`src/include/pin_function_pkg.sv`:
```
// Package for the pin function control block: offsets, fields, resets.
// Assumes a 16-bit register space reached over a plain strobe port.
package pin_function_pkg;

  localparam logic [3:0] PIN_CONFIG_ADDR   = 4'h0;
  localparam logic [3:0] INT_STATUS_ADDR   = 4'h1;
  localparam logic [3:0] INT_MASK_ADDR     = 4'h2;
  localparam logic [3:0] HOLD_CTRL_ADDR    = 4'h3;

  localparam int OUT_ENABLE_BIT    = 13;
  localparam int HOLD_ENABLE_BIT   = 11;
  localparam int FAULT_MODE_HI     = 10;
  localparam int FAULT_MODE_LO     = 9;
  localparam int FAULT_DATA_BIT    = 8;
  localparam int OUT1_DATA_BIT     = 7;
  localparam int OUT0_DATA_BIT     = 6;
  localparam int ALT_HOLD_BIT      = 0;

  localparam logic [15:0] PIN_CONFIG_RESET = 16'h0800;
  localparam logic [15:0] PIN_CONFIG_WMASK = 16'h2FC0;
  localparam logic [15:0] ZERO_WORD        = 16'h0000;

  // Interrupt status layout
  localparam int IRQ_FAULT_BIT     = 0;
  localparam int IRQ_HOLD_FALL_BIT = 1;
  localparam int IRQ_HOLD_RISE_BIT = 2;
  localparam int IRQ_WIDTH         = 3;

  typedef enum logic [1:0] {
    FAULT_OFF,
    FAULT_INPUT,
    FAULT_OPEN_DRAIN,
    FAULT_GP_OUTPUT
  } fault_mode_t;

  typedef struct packed {
    logic [3:0]  addr;
    logic [15:0] wdata;
    logic        wr;
    logic        rd;
  } reg_req_t;

  typedef struct packed {
    logic o;
    logic oe;
  } pin_drive_t;

endpackage : pin_function_pkg

```
`src/hdl/pin_function_control.sv`:
```
// Pin function control: hold pin, fault pin and two general outputs.
// Assumes one clock, a plain register strobe port and external pin pads.
//
// How it works
// - Hold input enable bit 11, resets one
// - Normal hold: low pin holds converter reset
// - Alternate hold only with several channels
// - Alternate: low at switch delays next conversion
// - Fault mode bits 10:9, 00 unused
// - Mode 01: inverted input feeds fault flag
// - Mode 10: OR of errors, open-drain low
// - Mode 11: pin follows fault data bit
// - Fault data bit 8: output level, input readback
// - Bit 7 drives second general output
// - Bit 6 drives first general output
// - Bit 13 enables both general outputs
//
// The strobed register port and the address map were chosen for this implementation.
`timescale 1ns/1ps
`default_nettype none

module pin_function_control #(
  parameter int ERR_WIDTH = 4
) (
  input  wire logic                      clk,
  input  wire logic                      rst,
  input  wire pin_function_pkg::reg_req_t req,
  output logic [15:0]                    rdata,
  input  wire logic                      hold_pin_n,
  input  wire logic                      fault_pin_in,
  output pin_function_pkg::pin_drive_t   fault_pin,
  output logic                           fault_pullup_en,
  output logic                           general_output_0,
  output logic                           general_output_0_en,
  output logic                           general_output_1,
  output logic                           general_output_1_en,
  input  wire logic                      multi_channel,
  input  wire logic                      channel_switch_due,
  input  wire logic [ERR_WIDTH-1:0]      internal_errors,
  output logic                           converter_reset,
  output logic                           start_conversion,
  output logic                           converter_fault,
  output logic                           irq
);

  logic [15:0]                          pin_config_reg;
  logic                                 alternate_hold_mode_reg;
  logic [pin_function_pkg::IRQ_WIDTH-1:0] int_status_reg;
  logic [pin_function_pkg::IRQ_WIDTH-1:0] int_mask_reg;
  logic                                 hold_meta_reg;
  logic                                 hold_sync_reg;
  logic                                 hold_last_reg;
  logic                                 fault_meta_reg;
  logic                                 fault_sync_reg;
  logic                                 waiting_reg;
  logic                                 fault_last_reg;
  logic [15:0]                          rdata_next;
  logic [pin_function_pkg::IRQ_WIDTH-1:0] events;
  pin_function_pkg::fault_mode_t        fault_mode;
  logic                                 hold_enable;
  logic                                 alt_active;
  logic                                 fault_input_level;
  logic                                 any_error;

  function automatic logic hit(input logic [3:0] a, input logic [3:0] ref_addr);
    hit = (a == ref_addr);
  endfunction

  // Field decode
  // fault mode field
  assign fault_mode  = pin_function_pkg::fault_mode_t'(
    pin_config_reg[pin_function_pkg::FAULT_MODE_HI:
                   pin_function_pkg::FAULT_MODE_LO]);
  assign hold_enable = pin_config_reg[pin_function_pkg::HOLD_ENABLE_BIT];
  assign alt_active  = alternate_hold_mode_reg && multi_channel;

  // Pin synchronisers
  always_ff @(posedge clk) begin
    if (rst) begin
      hold_meta_reg  <= 1'b1;
      hold_sync_reg  <= 1'b1;
      fault_meta_reg <= 1'b1;
      fault_sync_reg <= 1'b1;
    end else begin
      hold_meta_reg  <= hold_pin_n;
      hold_sync_reg  <= hold_meta_reg;
      fault_meta_reg <= fault_pin_in;
      fault_sync_reg <= fault_meta_reg;
    end
  end

  // Register writes
  always_ff @(posedge clk) begin
    if (rst) begin
      pin_config_reg          <= pin_function_pkg::PIN_CONFIG_RESET;
      alternate_hold_mode_reg <= 1'b0;
      int_mask_reg            <= '0;
    end else if (req.wr) begin
      if (hit(req.addr, pin_function_pkg::PIN_CONFIG_ADDR)) begin
        pin_config_reg <= req.wdata & pin_function_pkg::PIN_CONFIG_WMASK;
      end
      if (hit(req.addr, pin_function_pkg::HOLD_CTRL_ADDR)) begin
        alternate_hold_mode_reg <= req.wdata[pin_function_pkg::ALT_HOLD_BIT];
      end
      if (hit(req.addr, pin_function_pkg::INT_MASK_ADDR)) begin
        int_mask_reg <= req.wdata[pin_function_pkg::IRQ_WIDTH-1:0];
      end
    end
  end

  // Fault input and error combination
  // inverted input joins errors
  assign fault_input_level = (fault_mode == pin_function_pkg::FAULT_INPUT)
                             && !fault_sync_reg;
  assign any_error = (|internal_errors) || fault_input_level;

  always_ff @(posedge clk) begin
    if (rst) begin
      converter_fault <= 1'b0;
    end else begin
      converter_fault <= any_error;
    end
  end

  // Fault pin drive
  always_ff @(posedge clk) begin
    if (rst) begin
      fault_pin       <= '0;
      fault_pullup_en <= 1'b0;
    end else begin
      case (fault_mode)
        pin_function_pkg::FAULT_OPEN_DRAIN: begin
          fault_pin.o     <= 1'b0;
          fault_pin.oe    <= any_error;
          fault_pullup_en <= 1'b0;
        end
        pin_function_pkg::FAULT_GP_OUTPUT: begin
          fault_pin.o     <= pin_config_reg[pin_function_pkg::FAULT_DATA_BIT];
          fault_pin.oe    <= 1'b1;
          fault_pullup_en <= 1'b1;
        end
        default: begin
          fault_pin       <= '0;
          fault_pullup_en <= 1'b0;
        end
      endcase
    end
  end

  // General outputs
  always_ff @(posedge clk) begin
    if (rst) begin
      general_output_0    <= 1'b0;
      general_output_1    <= 1'b0;
      general_output_0_en <= 1'b0;
      general_output_1_en <= 1'b0;
    end else begin
      general_output_0_en <= pin_config_reg[pin_function_pkg::OUT_ENABLE_BIT];
      general_output_1_en <= pin_config_reg[pin_function_pkg::OUT_ENABLE_BIT];
      general_output_0 <= pin_config_reg[pin_function_pkg::OUT_ENABLE_BIT] &&
                          pin_config_reg[pin_function_pkg::OUT0_DATA_BIT];
      general_output_1 <= pin_config_reg[pin_function_pkg::OUT_ENABLE_BIT] &&
                          pin_config_reg[pin_function_pkg::OUT1_DATA_BIT];
    end
  end

  // Hold behaviour
  always_ff @(posedge clk) begin
    if (rst) begin
      converter_reset  <= 1'b0;
      start_conversion <= 1'b0;
      waiting_reg      <= 1'b0;
      hold_last_reg    <= 1'b1;
    end else begin
      hold_last_reg    <= hold_sync_reg;
      start_conversion <= 1'b0;
      converter_reset  <= 1'b0;
      if (!hold_enable) begin
        waiting_reg      <= 1'b0;
        start_conversion <= channel_switch_due;
      end else if (alt_active) begin
        if (waiting_reg) begin
          if (hold_sync_reg) begin
            waiting_reg      <= 1'b0;
            start_conversion <= 1'b1;
          end
        end else if (channel_switch_due) begin
          if (hold_sync_reg) begin
            start_conversion <= 1'b1;
          end else begin
            waiting_reg <= 1'b1;
          end
        end
      end else begin
        waiting_reg      <= 1'b0;
        converter_reset  <= !hold_sync_reg;
        start_conversion <= channel_switch_due && hold_sync_reg;
      end
    end
  end

  // Interrupt events: fault rise, hold fall, hold rise
  always_ff @(posedge clk) begin
    if (rst) begin
      fault_last_reg <= 1'b0;
    end else begin
      fault_last_reg <= any_error;
    end
  end

  assign events[pin_function_pkg::IRQ_FAULT_BIT]     = any_error &&
                                                       !fault_last_reg;
  assign events[pin_function_pkg::IRQ_HOLD_FALL_BIT] = hold_last_reg &&
                                                       !hold_sync_reg;
  assign events[pin_function_pkg::IRQ_HOLD_RISE_BIT] = !hold_last_reg &&
                                                       hold_sync_reg;

  // Sticky status, read clears, set wins
  always_ff @(posedge clk) begin
    if (rst) begin
      int_status_reg <= '0;
    end else if (req.rd &&
                 hit(req.addr, pin_function_pkg::INT_STATUS_ADDR)) begin
      int_status_reg <= events;
    end else begin
      int_status_reg <= int_status_reg | events;
    end
  end

  assign irq = |(int_status_reg & int_mask_reg);

  // Read mux
  always_comb begin
    rdata_next = pin_function_pkg::ZERO_WORD;
    case (req.addr)
      pin_function_pkg::PIN_CONFIG_ADDR: begin
        rdata_next = pin_config_reg;
        if (fault_mode == pin_function_pkg::FAULT_INPUT) begin
          rdata_next[pin_function_pkg::FAULT_DATA_BIT] = fault_sync_reg;
        end
      end
      pin_function_pkg::INT_STATUS_ADDR: begin
        rdata_next[pin_function_pkg::IRQ_WIDTH-1:0] = int_status_reg;
      end
      pin_function_pkg::INT_MASK_ADDR: begin
        rdata_next[pin_function_pkg::IRQ_WIDTH-1:0] = int_mask_reg;
      end
      pin_function_pkg::HOLD_CTRL_ADDR: begin
        rdata_next[pin_function_pkg::ALT_HOLD_BIT] = alternate_hold_mode_reg;
      end
      default: begin
        rdata_next = pin_function_pkg::ZERO_WORD;
      end
    endcase
  end

  always_ff @(posedge clk) begin
    if (rst) begin
      rdata <= pin_function_pkg::ZERO_WORD;
    end else if (req.rd) begin
      rdata <= rdata_next;
    end else begin
      rdata <= pin_function_pkg::ZERO_WORD;
    end
  end

endmodule // pin_function_control

`default_nettype wire

```
`config.mk`:
```
export PLATFORM = sky130hd
export DESIGN_NAME = pin_function_control
export DESIGN_NICKNAME = d
export VERILOG_FILES = /design/src/include/pin_function_pkg.sv /design/src/hdl/pin_function_control.sv
export SDC_FILE = /design/constraint.sdc
export NUM_CORES = 1
export LEC_CHECK = 0
export BUFFER_PORTS_ARGS = -buffer_cell sky130_fd_sc_hd__buf_2
export CAP_MARGIN = 0
export CORE_MARGIN = 2
export CORE_UTILIZATION = 25
export DETAILED_ROUTE_END_ITERATION = 6
export MAX_ROUTING_LAYER = met4
export REMOVE_ABC_BUFFERS = 1
export SLEW_MARGIN = 25
export SYNTH_ARGS = -nofsm -noshare
export SYNTH_HDL_FRONTEND = slang
export SYNTH_SLANG_ARGS = --single-unit
```
`constraint.sdc`:
```
create_clock -name clk -period 1 [get_ports clk]
set_input_delay 0.05 -clock clk [delete_from_list [all_inputs] [get_ports clk]]
set_output_delay 0.05 -clock clk [all_outputs]
set_load 0.02 [all_outputs]
```
; ---- Word level (Yosys, flattened, before mapping)
; Index checks and enable logic that the tools add are counted.
[totals]
register_bits = 39
latch_bits = 0
ram_bits = 0
romBits = 0
inputBits = 32
out_inout_bits = 27
wordCells = 71
mem_count = 0
[op_classes]
addsub = 0
multipliers = 0
n_div = 0
n_lt_le_gt_ge = 0
eq_ne = 6
n_shift = 0
n_mux = 14
n_bitwise = 6
n_reduce_logical = 24
[ops]
columns = op, count
row1 = $reduce_or 3->1, 4
row2 = $mux 1, 10
row3 = $logic_and 1x1->1, 9
row4 = $eq 4x2->1 const B, 2
row5 = $pmux 2 s2, 2
row6 = $reduce_and 2->1, 3
row7 = $eq 2x2->1 const B, 2
row8 = $eq 4x1->1 const B, 1
row9 = $logic_not 1->1, 4
row10 = $logic_not 4->1, 1
row11 = $not 1->1, 4
row12 = $reduce_or 4->1, 1
row13 = $and 3x3->3, 1
row14 = $mux 3, 1
row15 = $or 3x3->3, 1
row16 = $pmux 1 s3, 1
row17 = $eq 2x1->1 const B, 1
row18 = $reduce_or 2->1, 1
row19 = $logic_or 1x1->1, 1

; ---- Longest topological paths before layout
; Gate-level depths: netlist (run 1).
[depth]
depth_word = 6
depth_mapped = 5
depth_no_buf = 3

; ---- Worst setup path after synthesis (run 1)
; OpenSTA, ideal clock, no wires.
[synth_timing]
path_kind = input -> register
start = input port req[19] (netlist bit)
end = register pin_config_reg[13]
setup_ns = 0.121
t_arrival_ns = 0.913
required_time_ns = 0.879
setup_slack_ns = -0.034
path_stages = 5
path_buffers = 2
cell_sequence = buf_2 > nor2_1 > and3_1 > buf_6 > mux2_4
[synth_between]
elab_chain_cells = 2
[synth_rtl]
columns = element, line
row1 = start: declaration, pin_function_control.sv:27  ; input wire pin_function_pkg::reg_req_t req,
row2 = $logic_not 4->1, n/a
row3 = $reduce_and 2->1 (no line), n/a
row4 = end signal: assignment, pin_function_control.sv:95  ; pin_config_reg <= pin_function_pkg::PIN_CONFIG_RESET;
row5 = end signal: assignment, pin_function_control.sv:100  ; pin_config_reg <= req.wdata & pin_function_pkg::PIN_CONFIG_WMASK;
row6 = end: declaration, pin_function_control.sv:46  ; logic [15:0] pin_config_reg;
; No other way between the ends.
; A chain may end at the register's enable or synchronous reset.

; ---- Final worst setup path (run 1)
[layout_timing]
start = register int_mask_reg[2] (netlist bit)
end = output port irq
[layout_between]
elab_chain_cells = 2
[layout_rtl]
columns = element, line
row1 = start: declaration, pin_function_control.sv:49  ; logic [pin_function_pkg::IRQ_WIDTH-1:0] int_mask_reg;
row2 = start signal: assignment, pin_function_control.sv:106  ; int_mask_reg <= req.wdata[pin_function_pkg::IRQ_WIDTH-1:0];
row3 = $and 3x3->3, pin_function_control.sv:230  ; assign irq = |(int_status_reg & int_mask_reg);
row4 = $reduce_or 3->1, pin_function_control.sv:230
row5 = end: declaration, pin_function_control.sv:43  ; output logic irq
; No other way between the ends.

==> impl_metrics.ini, run 1 <==
[status]
outcome = finished, violations left
violations = negative setup slack

[logic_synthesis]
syn-instance-count = 143
yosys.area_share.xor_xnor = 0
synth_fa_ha_area_frac = 0
yosysUniqueCellTypes = 35
ys_ff_latch = 39
syn_area_um2 = 1470
syn_area_per_cell_um2 = 10.3
yosysWarningCount = 0
synth_top_family_by_area = simple AND/OR/NAND/NOR gates
synth_compound_area_frac = 0.0739
synthSimpleGateAreaFrac = 0.247
synthMuxAreaShare = 0.0782
ys_seq_area_frac = 0.530

[cells_and_area]
fillers = 601
diodes = 0
design_area_um2 = 1980
fin_cells = 280
drive_above_1_share = 0.385
final_nets = 239
largest_reg_flops = 10
area_growth_syn_to_layout_pct = 34.5
postLayoutCoreUtil = 0.353

[cts]
numCtsBuffers = 5
clk_pin_slew_ns = 0.07
cts.path.max_buffers = 2
clk_latency_ns = 0.29
clock_sinks = 39
cts_htree_levels = 2
root_buffer = clkbuf_8
cts_tree = built

[drt]
totalWireLength_um = 3070
vias_per_cell = 4.14
drt_pass1_iterations = 4
drt_iter0_markers = 44
avgRoutedWirePerCell_um = 11.0
ant_nets = 0
vias = 1159
drc_errors = 0

[setup_path]
critical_path_class = flip-flop to output pin
rr_worst_depth = 3
critPathRequiredTime_ns = 0.95
critical_path_peak_fanout = 2
cp-end-kind = output pin
startpoint_type = flip-flop
arrival_ns = 1.23
max_stage_delay_ns = 0.40
critPathSlowestCell = a222oi_1
path_cells = a222oi_1 -> inv_1 -> buf_2

[grt]
grt_overflow = 0
grt_pass1_wl_um = 5010
grt_max_degree = 26
grt_pass1_vias = 1127
antenna_found_initial = 0
grt.total_usage = 0.107

[floorplan]
die_w_um = 80.8
pin_count = 59
fp.dieH_um = 80.8
initial_core_util = 0.263
die_area_um2 = 6520
coreArea_um2 = 5610
rows = 27

[run]
maxCapViolCount = 0

[sta]
timing.final.crit_period_ns = 1.28
finalHoldViolCount = 0
grt_setup_unrepaired = true
fin_ws_ns = -0.279
finalCritPeriodShare = 1.28
setup_viol_count_final = 1
fin_worst_skew_ns = 0.00856
clock.fmax_ghz = 0.782
tns_ns = -0.279
drv_slew = 0

[min_path]
hold_depth = 3
hp-class = primary input to flip-flop

[placed_design]
dpl.hpwl_um = 2330
dpl_cell_area_um2 = 1850
globalplace.congestion = 0.757
portBuffers = 46
dpl.cell_count = 269

[power_and_ir_drop]
peakVddDrop_uv = 480
leakage_nw = 0.898
power_density_nw_per_um2 = 1450
where the power goes:
part | total [W] | switching, W | internal, W
combinational | 0.000256 | 0.000128 | 0.000128
sequential | 0.00160 | 0.0000168 | 0.00158
clock | 0.00102 | 0.000532 | 0.000487
final cells by class:
type | instances | area [µm²] | share of cell area
Inverter | 4 | 15.0 | 0.00758
Tap cell | 72 | 90.1 | 0.0455
Timing Repair Buffer | 65 | 380 | 0.192
Multi-Input combinational cell | 92 | 628 | 0.317
Clock inverter | 2 | 12.5 | 0.00632
Clock buffer | 6 | 72.6 | 0.0366
Sequential cell | 39 | 782 | 0.395
path summary, 6_finish.rpt:
check                           slack, ns         endpoint               from
worst max-delay path                -0.28              irq    int_mask_reg[2]
worst min register to register       0.41   fault_sync_reg     fault_meta_reg
worst max register to register       0.08         rdata[0]  int_status_reg[0]
worst min-delay path                 0.02  int_mask_reg[1]             req[3]
cells in the final DEF (no fill, tap or decap), drive strengths merged, types with 2 or more instances in the layout:
master / Yosys / final
buf: 10 / 62
conb: 1 / 6
or2: 5 / 5
a31oi: 2 / 2
nand2b: 15 / 15
and2: 8 / 8
inv: 4 / 4
dlygate4sd3: 0 / 3
and3: 2 / 2
nor2b: 8 / 8
a21oi: 3 / 3
dfxtp: 39 / 39
nor2: 12 / 12
a22oi: 2 / 2
nor3: 2 / 2
mux2i: 10 / 10
nand4: 2 / 2
clkbuf: 3 / 6
logic make-up (layout without fill, tap and decap cells):
group / after synthesis / after routing
mux: 11 / 11
other cells: 1 / 6
buf+inv: 17 / 77
compound gates: 15 / 15
flops: 39 / 39
simple gates: 60 / 60
worst max-delay path: cells and delay by family, from the launching register on:
family | cells | cell delay (ns)
AO/OA/AOI/OAI | 1 | 0.40
flip-flops | 1 | 0.31
buffers and inverters | 2 | 0.23
layer usage:
metal,up-vias,GRT usage,part of all wire
met5,-,-,0
met4,0,0.0508,0.010
met3,4,0.0367,0.078
met2,37,0.175,0.47
met1,524,0.117,0.44
li1,594,-,-
cells in the mapped netlist (all sizes together):
cell | count | share of area
nor2 | 12 | 0.031
mux2 | 1 | 0.010
and2 | 8 | 0.034
inv | 4 | 0.010
a31oi | 2 | 0.0085
or4b | 1 | 0.0093
o211ai | 1 | 0.0051
o31ai | 1 | 0.0051
nor3 | 2 | 0.014
clkbuf | 3 | 0.0076
or2 | 5 | 0.021
nor3b | 1 | 0.0051
nor2b | 8 | 0.034
buf | 10 | 0.050
conb | 1 | 0.0025
nor4 | 1 | 0.0043
or4 | 1 | 0.0051
a22o | 1 | 0.0059
nand2b | 15 | 0.064
and3 | 2 | 0.0085
nand2 | 1 | 0.0025
a21oi | 3 | 0.010
a211oi | 1 | 0.0051
o2bb2ai | 1 | 0.0059
mux2i | 10 | 0.068
a21o | 1 | 0.0051
a222oi | 1 | 0.0068
dfxtp | 39 | 0.53
a22oi | 2 | 0.010
a41oi | 1 | 0.0059
nand4 | 2 | 0.0085
nor4b | 1 | 0.0059
metrics by stage:
step | power, W | worst slack, ns | hold WS [ns]
4_1_cts | 0.00292 | -0.283 | 0.0122
2_1_floorplan | 0.00174 | -0.0962 | 0.122
3_5_place_dp | 0.00188 | -0.169 | 0.237
3_3_place_gp | 0.00188 | -0.162 | 0.235
6_report | 0.00287 | -0.279 | 0.0165
5_1_grt | 0.00301 | -0.310 | 0.0213
repair_timing:
| item | in CTS | in global routing |
|---|---|---|
| pin swaps | 1 | 0 |
| endpoints found under the hold margin | 3 | 0 |
| resized for setup | 1 | 3 |
| endpoints found under the setup margin | 2 | 3 |
| setup buffers | 0 | 0 |
| hold buffers | 3 | 0 |
Power figures use the tool's default switching activity.
==> run 2: changes to the inputs <==
REMOVE_ABC_BUFFERS = not set   (was 1)
==> run 2 against run 1 <==
  * The flow still finishes with violations (negative setup slack)
  * Clock power is 13% higher
  * Via count fell by 1.5%
  * Clock-buffer cell count increased by 2
  * Utilization increased by 0.40 points
  * Largest cell class unchanged
  * Highest routed layer unchanged
==> impl_metrics.ini, run 2 (synthesis results as in run 1) <==
[setup_path]
startpoint_type = flip-flop
path_cells = a222oi_1 -> inv_1 -> buf_6
critical_path_peak_fanout = 2
critical_path_class = flip-flop to output pin
critPathRequiredTime_ns = 0.95
cp-end-kind = output pin
max_stage_delay_ns = 0.33
critPathSlowestCell = a222oi_1
arrival_ns = 1.15

[drt]
totalWireLength_um = 3150
drc_errors = 0
avgRoutedWirePerCell_um = 11.2
drt_iter0_markers = 62
ant_nets = 0
vias = 1142
vias_per_cell = 4.06
drt_pass1_iterations = 4

[placed_design]
portBuffers = 46
globalplace.congestion = 0.754
dpl.hpwl_um = 2410
dpl_cell_area_um2 = 1860
post-place-ws_ns = -0.191

[power_and_ir_drop]
p_comb_frac = 0.085
leakage_nw = 0.908
power.share.sequential = 0.533
clkPwrFrac = 0.382
p_sw_frac = 0.220
p_sw_w = 0.000661
peakVddDrop_uv = 518
power_density_nw_per_um2 = 1500
fin_total_pwr_w = 0.00300
internal_power_w = 0.00234

[cts]
clk_pin_slew_ns = 0.08
root_buffer = clkbuf_8
clock_sinks = 39
cts_tree = built
postCtsSetupBuffers = 0
cts_htree_levels = 2
clk_latency_ns = 0.29
numCtsBuffers = 5
cts.path.max_buffers = 2

[sta]
setup_viol_count_final = 1
hold_ws_ns = 0.0146
clock.fmax_ghz = 0.834
timing.final.crit_period_ns = 1.20
finalHoldViolCount = 0
grt_setup_unrepaired = true
fin_ws_ns = -0.199
finalCritPeriodShare = 1.20
fin_worst_skew_ns = 0.00713
drv_slew = 0

[grt]
grt_pass1_wl_um = 4870
grt_overflow = 0
grt.total_usage = 0.104
grt_pass1_vias = 1034
grt_max_degree = 32
antenna_found_initial = 0

[floorplan]
pin_count = 59
die_w_um = 80.8
coreArea_um2 = 5610
fp.dieH_um = 80.8
rows = 27
die_area_um2 = 6520
initial_core_util = 0.263

[cells_and_area]
diodes = 0
final_common_cell = buf_2
drive_above_1_share = 0.392
design_area_um2 = 2000
largest_reg_flops = 10
final_cell_mix = buf_2 (45), dfxtp_1 (38), buf_4 (17)
area_growth_syn_to_layout_pct = 36.0
postLayoutCoreUtil = 0.357
final_nets = 240

[run]
maxCapViolCount = 0

[min_path]
hp-class = primary input to flip-flop

[status]
outcome = finished, violations left
violations = negative setup slack
run 2: changes by cell type in the layout (fill, tap and decap cells not counted):
cell | previous run | this run
nor2_2 | 0 | 1
buf_2 | 46 | 45
nor4b_2 | 0 | 1
buf_6 | 0 | 1
clkinv_2 | 1 | 0
nor2_1 | 12 | 11
clkbuf_8 | 5 | 7
clkinvlp_4 | 1 | 0
buf_4 | 16 | 17
nor4b_4 | 1 | 0
run 2: critical path, delay by kind of cell, from the launching register on:
family / cells / cell delay [ns]
AOI/OAI and AO/OA: 1 / 0.33
buffers and inverters: 2 / 0.23
DFF: 1 / 0.31
run 2: power by group through the flow:
stage	clock [W]	combinational [W]	sequential (W)
5_1_grt	0.00126	0.000282	0.00160
2_1_floorplan	0	0.000135	0.00164
3_3_place_gp	0	0.000245	0.00164
6_report	0.00115	0.000257	0.00160
3_5_place_dp	0	0.000247	0.00164
4_1_cts	0.00118	0.000260	0.00160
run 2: final cells by class:
cell class	count	area, µm²
Inverter	4	15.0
Fill cell	598	3600
Sequential cell	39	782
Clock buffer	8	100
Timing Repair Buffer	66	394
Tap cell	72	90.1
Multi-Input combinational cell	92	622
run 2: per-layer routing:
layer | track usage | vias up | part of all wire
met4 | 0.0508 | 0 | 0.016
li1 | - | 598 | -
met2 | 0.145 | 40 | 0.45
met5 | - | - | 0
met3 | 0.0433 | 4 | 0.076
met1 | 0.129 | 500 | 0.46
run 2: repair_timing:
action | in CTS | in global routing
resized for setup | 1 | 4
pin swaps | 0 | 1
hold buffers | 3 | 0
setup endpoints to repair | 2 | 4
endpoints found under the hold margin | 3 | 0
run 2: metrics by stage:
stage / std cells / TNS, ns
2_1_floorplan: 148 / 0
3_3_place_gp: 270 / -2.07
3_5_place_dp: 270 / -2.47
4_1_cts: 281 / -0.223
5_1_grt: 281 / -0.258
6_report: 281 / -0.199
run 2: path summary, 6_finish.rpt:
check        slack [ns]               from  cells after the start         endpoint
min reg2reg        0.41     fault_meta_reg                      1   fault_sync_reg
max               -0.20  int_status_reg[2]                      3              irq
max reg2reg        0.08  int_status_reg[0]                      3         rdata[0]
min                0.01             req[3]                      3  int_mask_reg[1]
==> run 3: changes to the inputs <==
TNS_END_PERCENT = 5   (was not set)
clock period = 1.43 ns   (was 1 ns; I/O delays follow)
==> run 3 against run 2 <==
  * The flow now finishes without violations
  * Register-to-register slack gained 0.38 ns
  * First-iteration DRC count grew 15%
  * Sequential power shrank 30%
  * Clock power shrank 38%
  * Via count shrank 1.2%
  * Critical path type unchanged
  * Highest routed layer unchanged
==> impl_metrics.ini, run 3 (synthesis results as in run 1) <==
[power_and_ir_drop]
power_density_nw_per_um2 = 1070
peakVddDrop_uv = 329
leakage_nw = 0.829

[cts]
clock_sinks = 39
root_buffer = clkbuf_8
ctsResizeCount = 0
cts_tree = built
cts.path.max_buffers = 2
postCtsSetupBuffers = 0
numCtsBuffers = 5
clk_pin_slew_ns = 0.07
cts_htree_levels = 2
clk_latency_ns = 0.29
hold_buffers = 3

[floorplan]
pin_count = 59
coreArea_um2 = 5610
die_area_um2 = 6520
rows = 27
die_w_um = 80.8
fp.dieH_um = 80.8
initial_core_util = 0.263

[drt]
drc_errors = 0
drt_pass1_iterations = 4
avgRoutedWirePerCell_um = 11.6
vias = 1128
drt_iter0_markers = 71
totalWireLength_um = 3100
vias_per_cell = 4.22
ant_nets = 0

[placed_design]
dpl.hpwl_um = 2270
dpl_cell_area_um2 = 1750
dpl.cell_count = 256
portBuffers = 46
globalplace.congestion = 0.775

[setup_path]
critPathRequiredTime_ns = 1.36
critical_path_peak_fanout = 3
critPathSlowestCell = a222oi_1
critical_path_class = flip-flop to output pin
cp-end-kind = output pin
cp_top_family = compound AO/OA/AOI/OAI gates
critPathBufInv = 2
arrival_ns = 1.21
max_stage_delay_ns = 0.36
startpoint_type = flip-flop
path_cells = a222oi_1 -> inv_1 -> buf_2

[sta]
finalHoldViolCount = 0
grt_setup_unrepaired = false
setup_viol_count_final = 0
finalCritPeriodShare = 0.894
timing.final.crit_period_ns = 1.28
tns_ns = 0
fin_worst_skew_ns = 0.00508
clock.fmax_ghz = 0.783
drv_slew = 0

[min_path]
hp-class = primary input to flip-flop

[cells_and_area]
fillers = 623
area_growth_syn_to_layout_pct = 26.3
fin_cells = 267
final_common_cell = buf_2
final_nets = 226
multi_input_area_um2 = 611
postLayoutCoreUtil = 0.332
diodes = 0
final-seq-area_um2 = 781
drive_above_1_share = 0.323
final_cell_mix = buf_2 (46), dfxtp_1 (39), nand2b_1 (15)
largest_reg_flops = 10
design_area_um2 = 1860

[grt]
grt_pass1_vias = 1023
antenna_found_initial = 0
grt.total_usage = 0.107
grt_pass1_wl_um = 5000
grt_max_degree = 32
grt_overflow = 0

[status]
outcome = complete, no violations

[run]
maxCapViolCount = 0
[run 3: per-stage QoR]
step / setup slack [ns] / hold slack, ns / total power (W)
2_1_floorplan: 0.374 / 0.149 / 0.00124
3_3_place_gp: 0.151 / 0.255 / 0.00129
3_5_place_dp: 0.134 / 0.256 / 0.00129
4_1_cts: 0.110 / 0.0309 / 0.00202
5_1_grt: 0.0347 / 0.0348 / 0.00209
6_report: 0.152 / 0.0363 / 0.00199
[run 3: area by class of cell]
class,instances,area share
clock buffers,7,0.0410
clock inverters,1,0.00269
inverters,4,0.00807
flip-flops and latches,39,0.420
well taps,72,0.0484
repair buffers,52,0.152
multi-input cells,92,0.328
[run 3: final timing paths]
path / start / end / slack (ns) / depth (start not counted)
max: int_status_reg[2] / irq / 0.15 / 3
min: req[8] / pin_config_reg[6] / 0.04 / 3
max reg2reg: int_status_reg[0] / rdata[0] / 0.46 / 3
min reg2reg: hold_meta_reg / hold_sync_reg / 0.41 / 1
[run 3: report_power, final]
part / total [W] / internal (W) / switching (W) / leakage [nW]
Clock: 0.000712 / 0.000342 / 0.000370 / 0.0422
Combinational: 0.000154 / 0.0000716 / 0.0000827 / 0.470
Sequential: 0.00112 / 0.00111 / 0.0000121 / 0.317
[run 3: worst min-delay path, stage by stage]
cell and delay (ns):
buf_2 0.10, nand2b_1 0.05, mux2i_1 0.06
[run 3: layer usage]
metal | vias up | GRT usage | part of all wire
li1 | 567 | - | -
met1 | 513 | 0.141 | 0.46
met2 | 41 | 0.145 | 0.43
met3 | 7 | 0.0389 | 0.090
met4 | 0 | 0.0508 | 0.018
met5 | - | - | 0
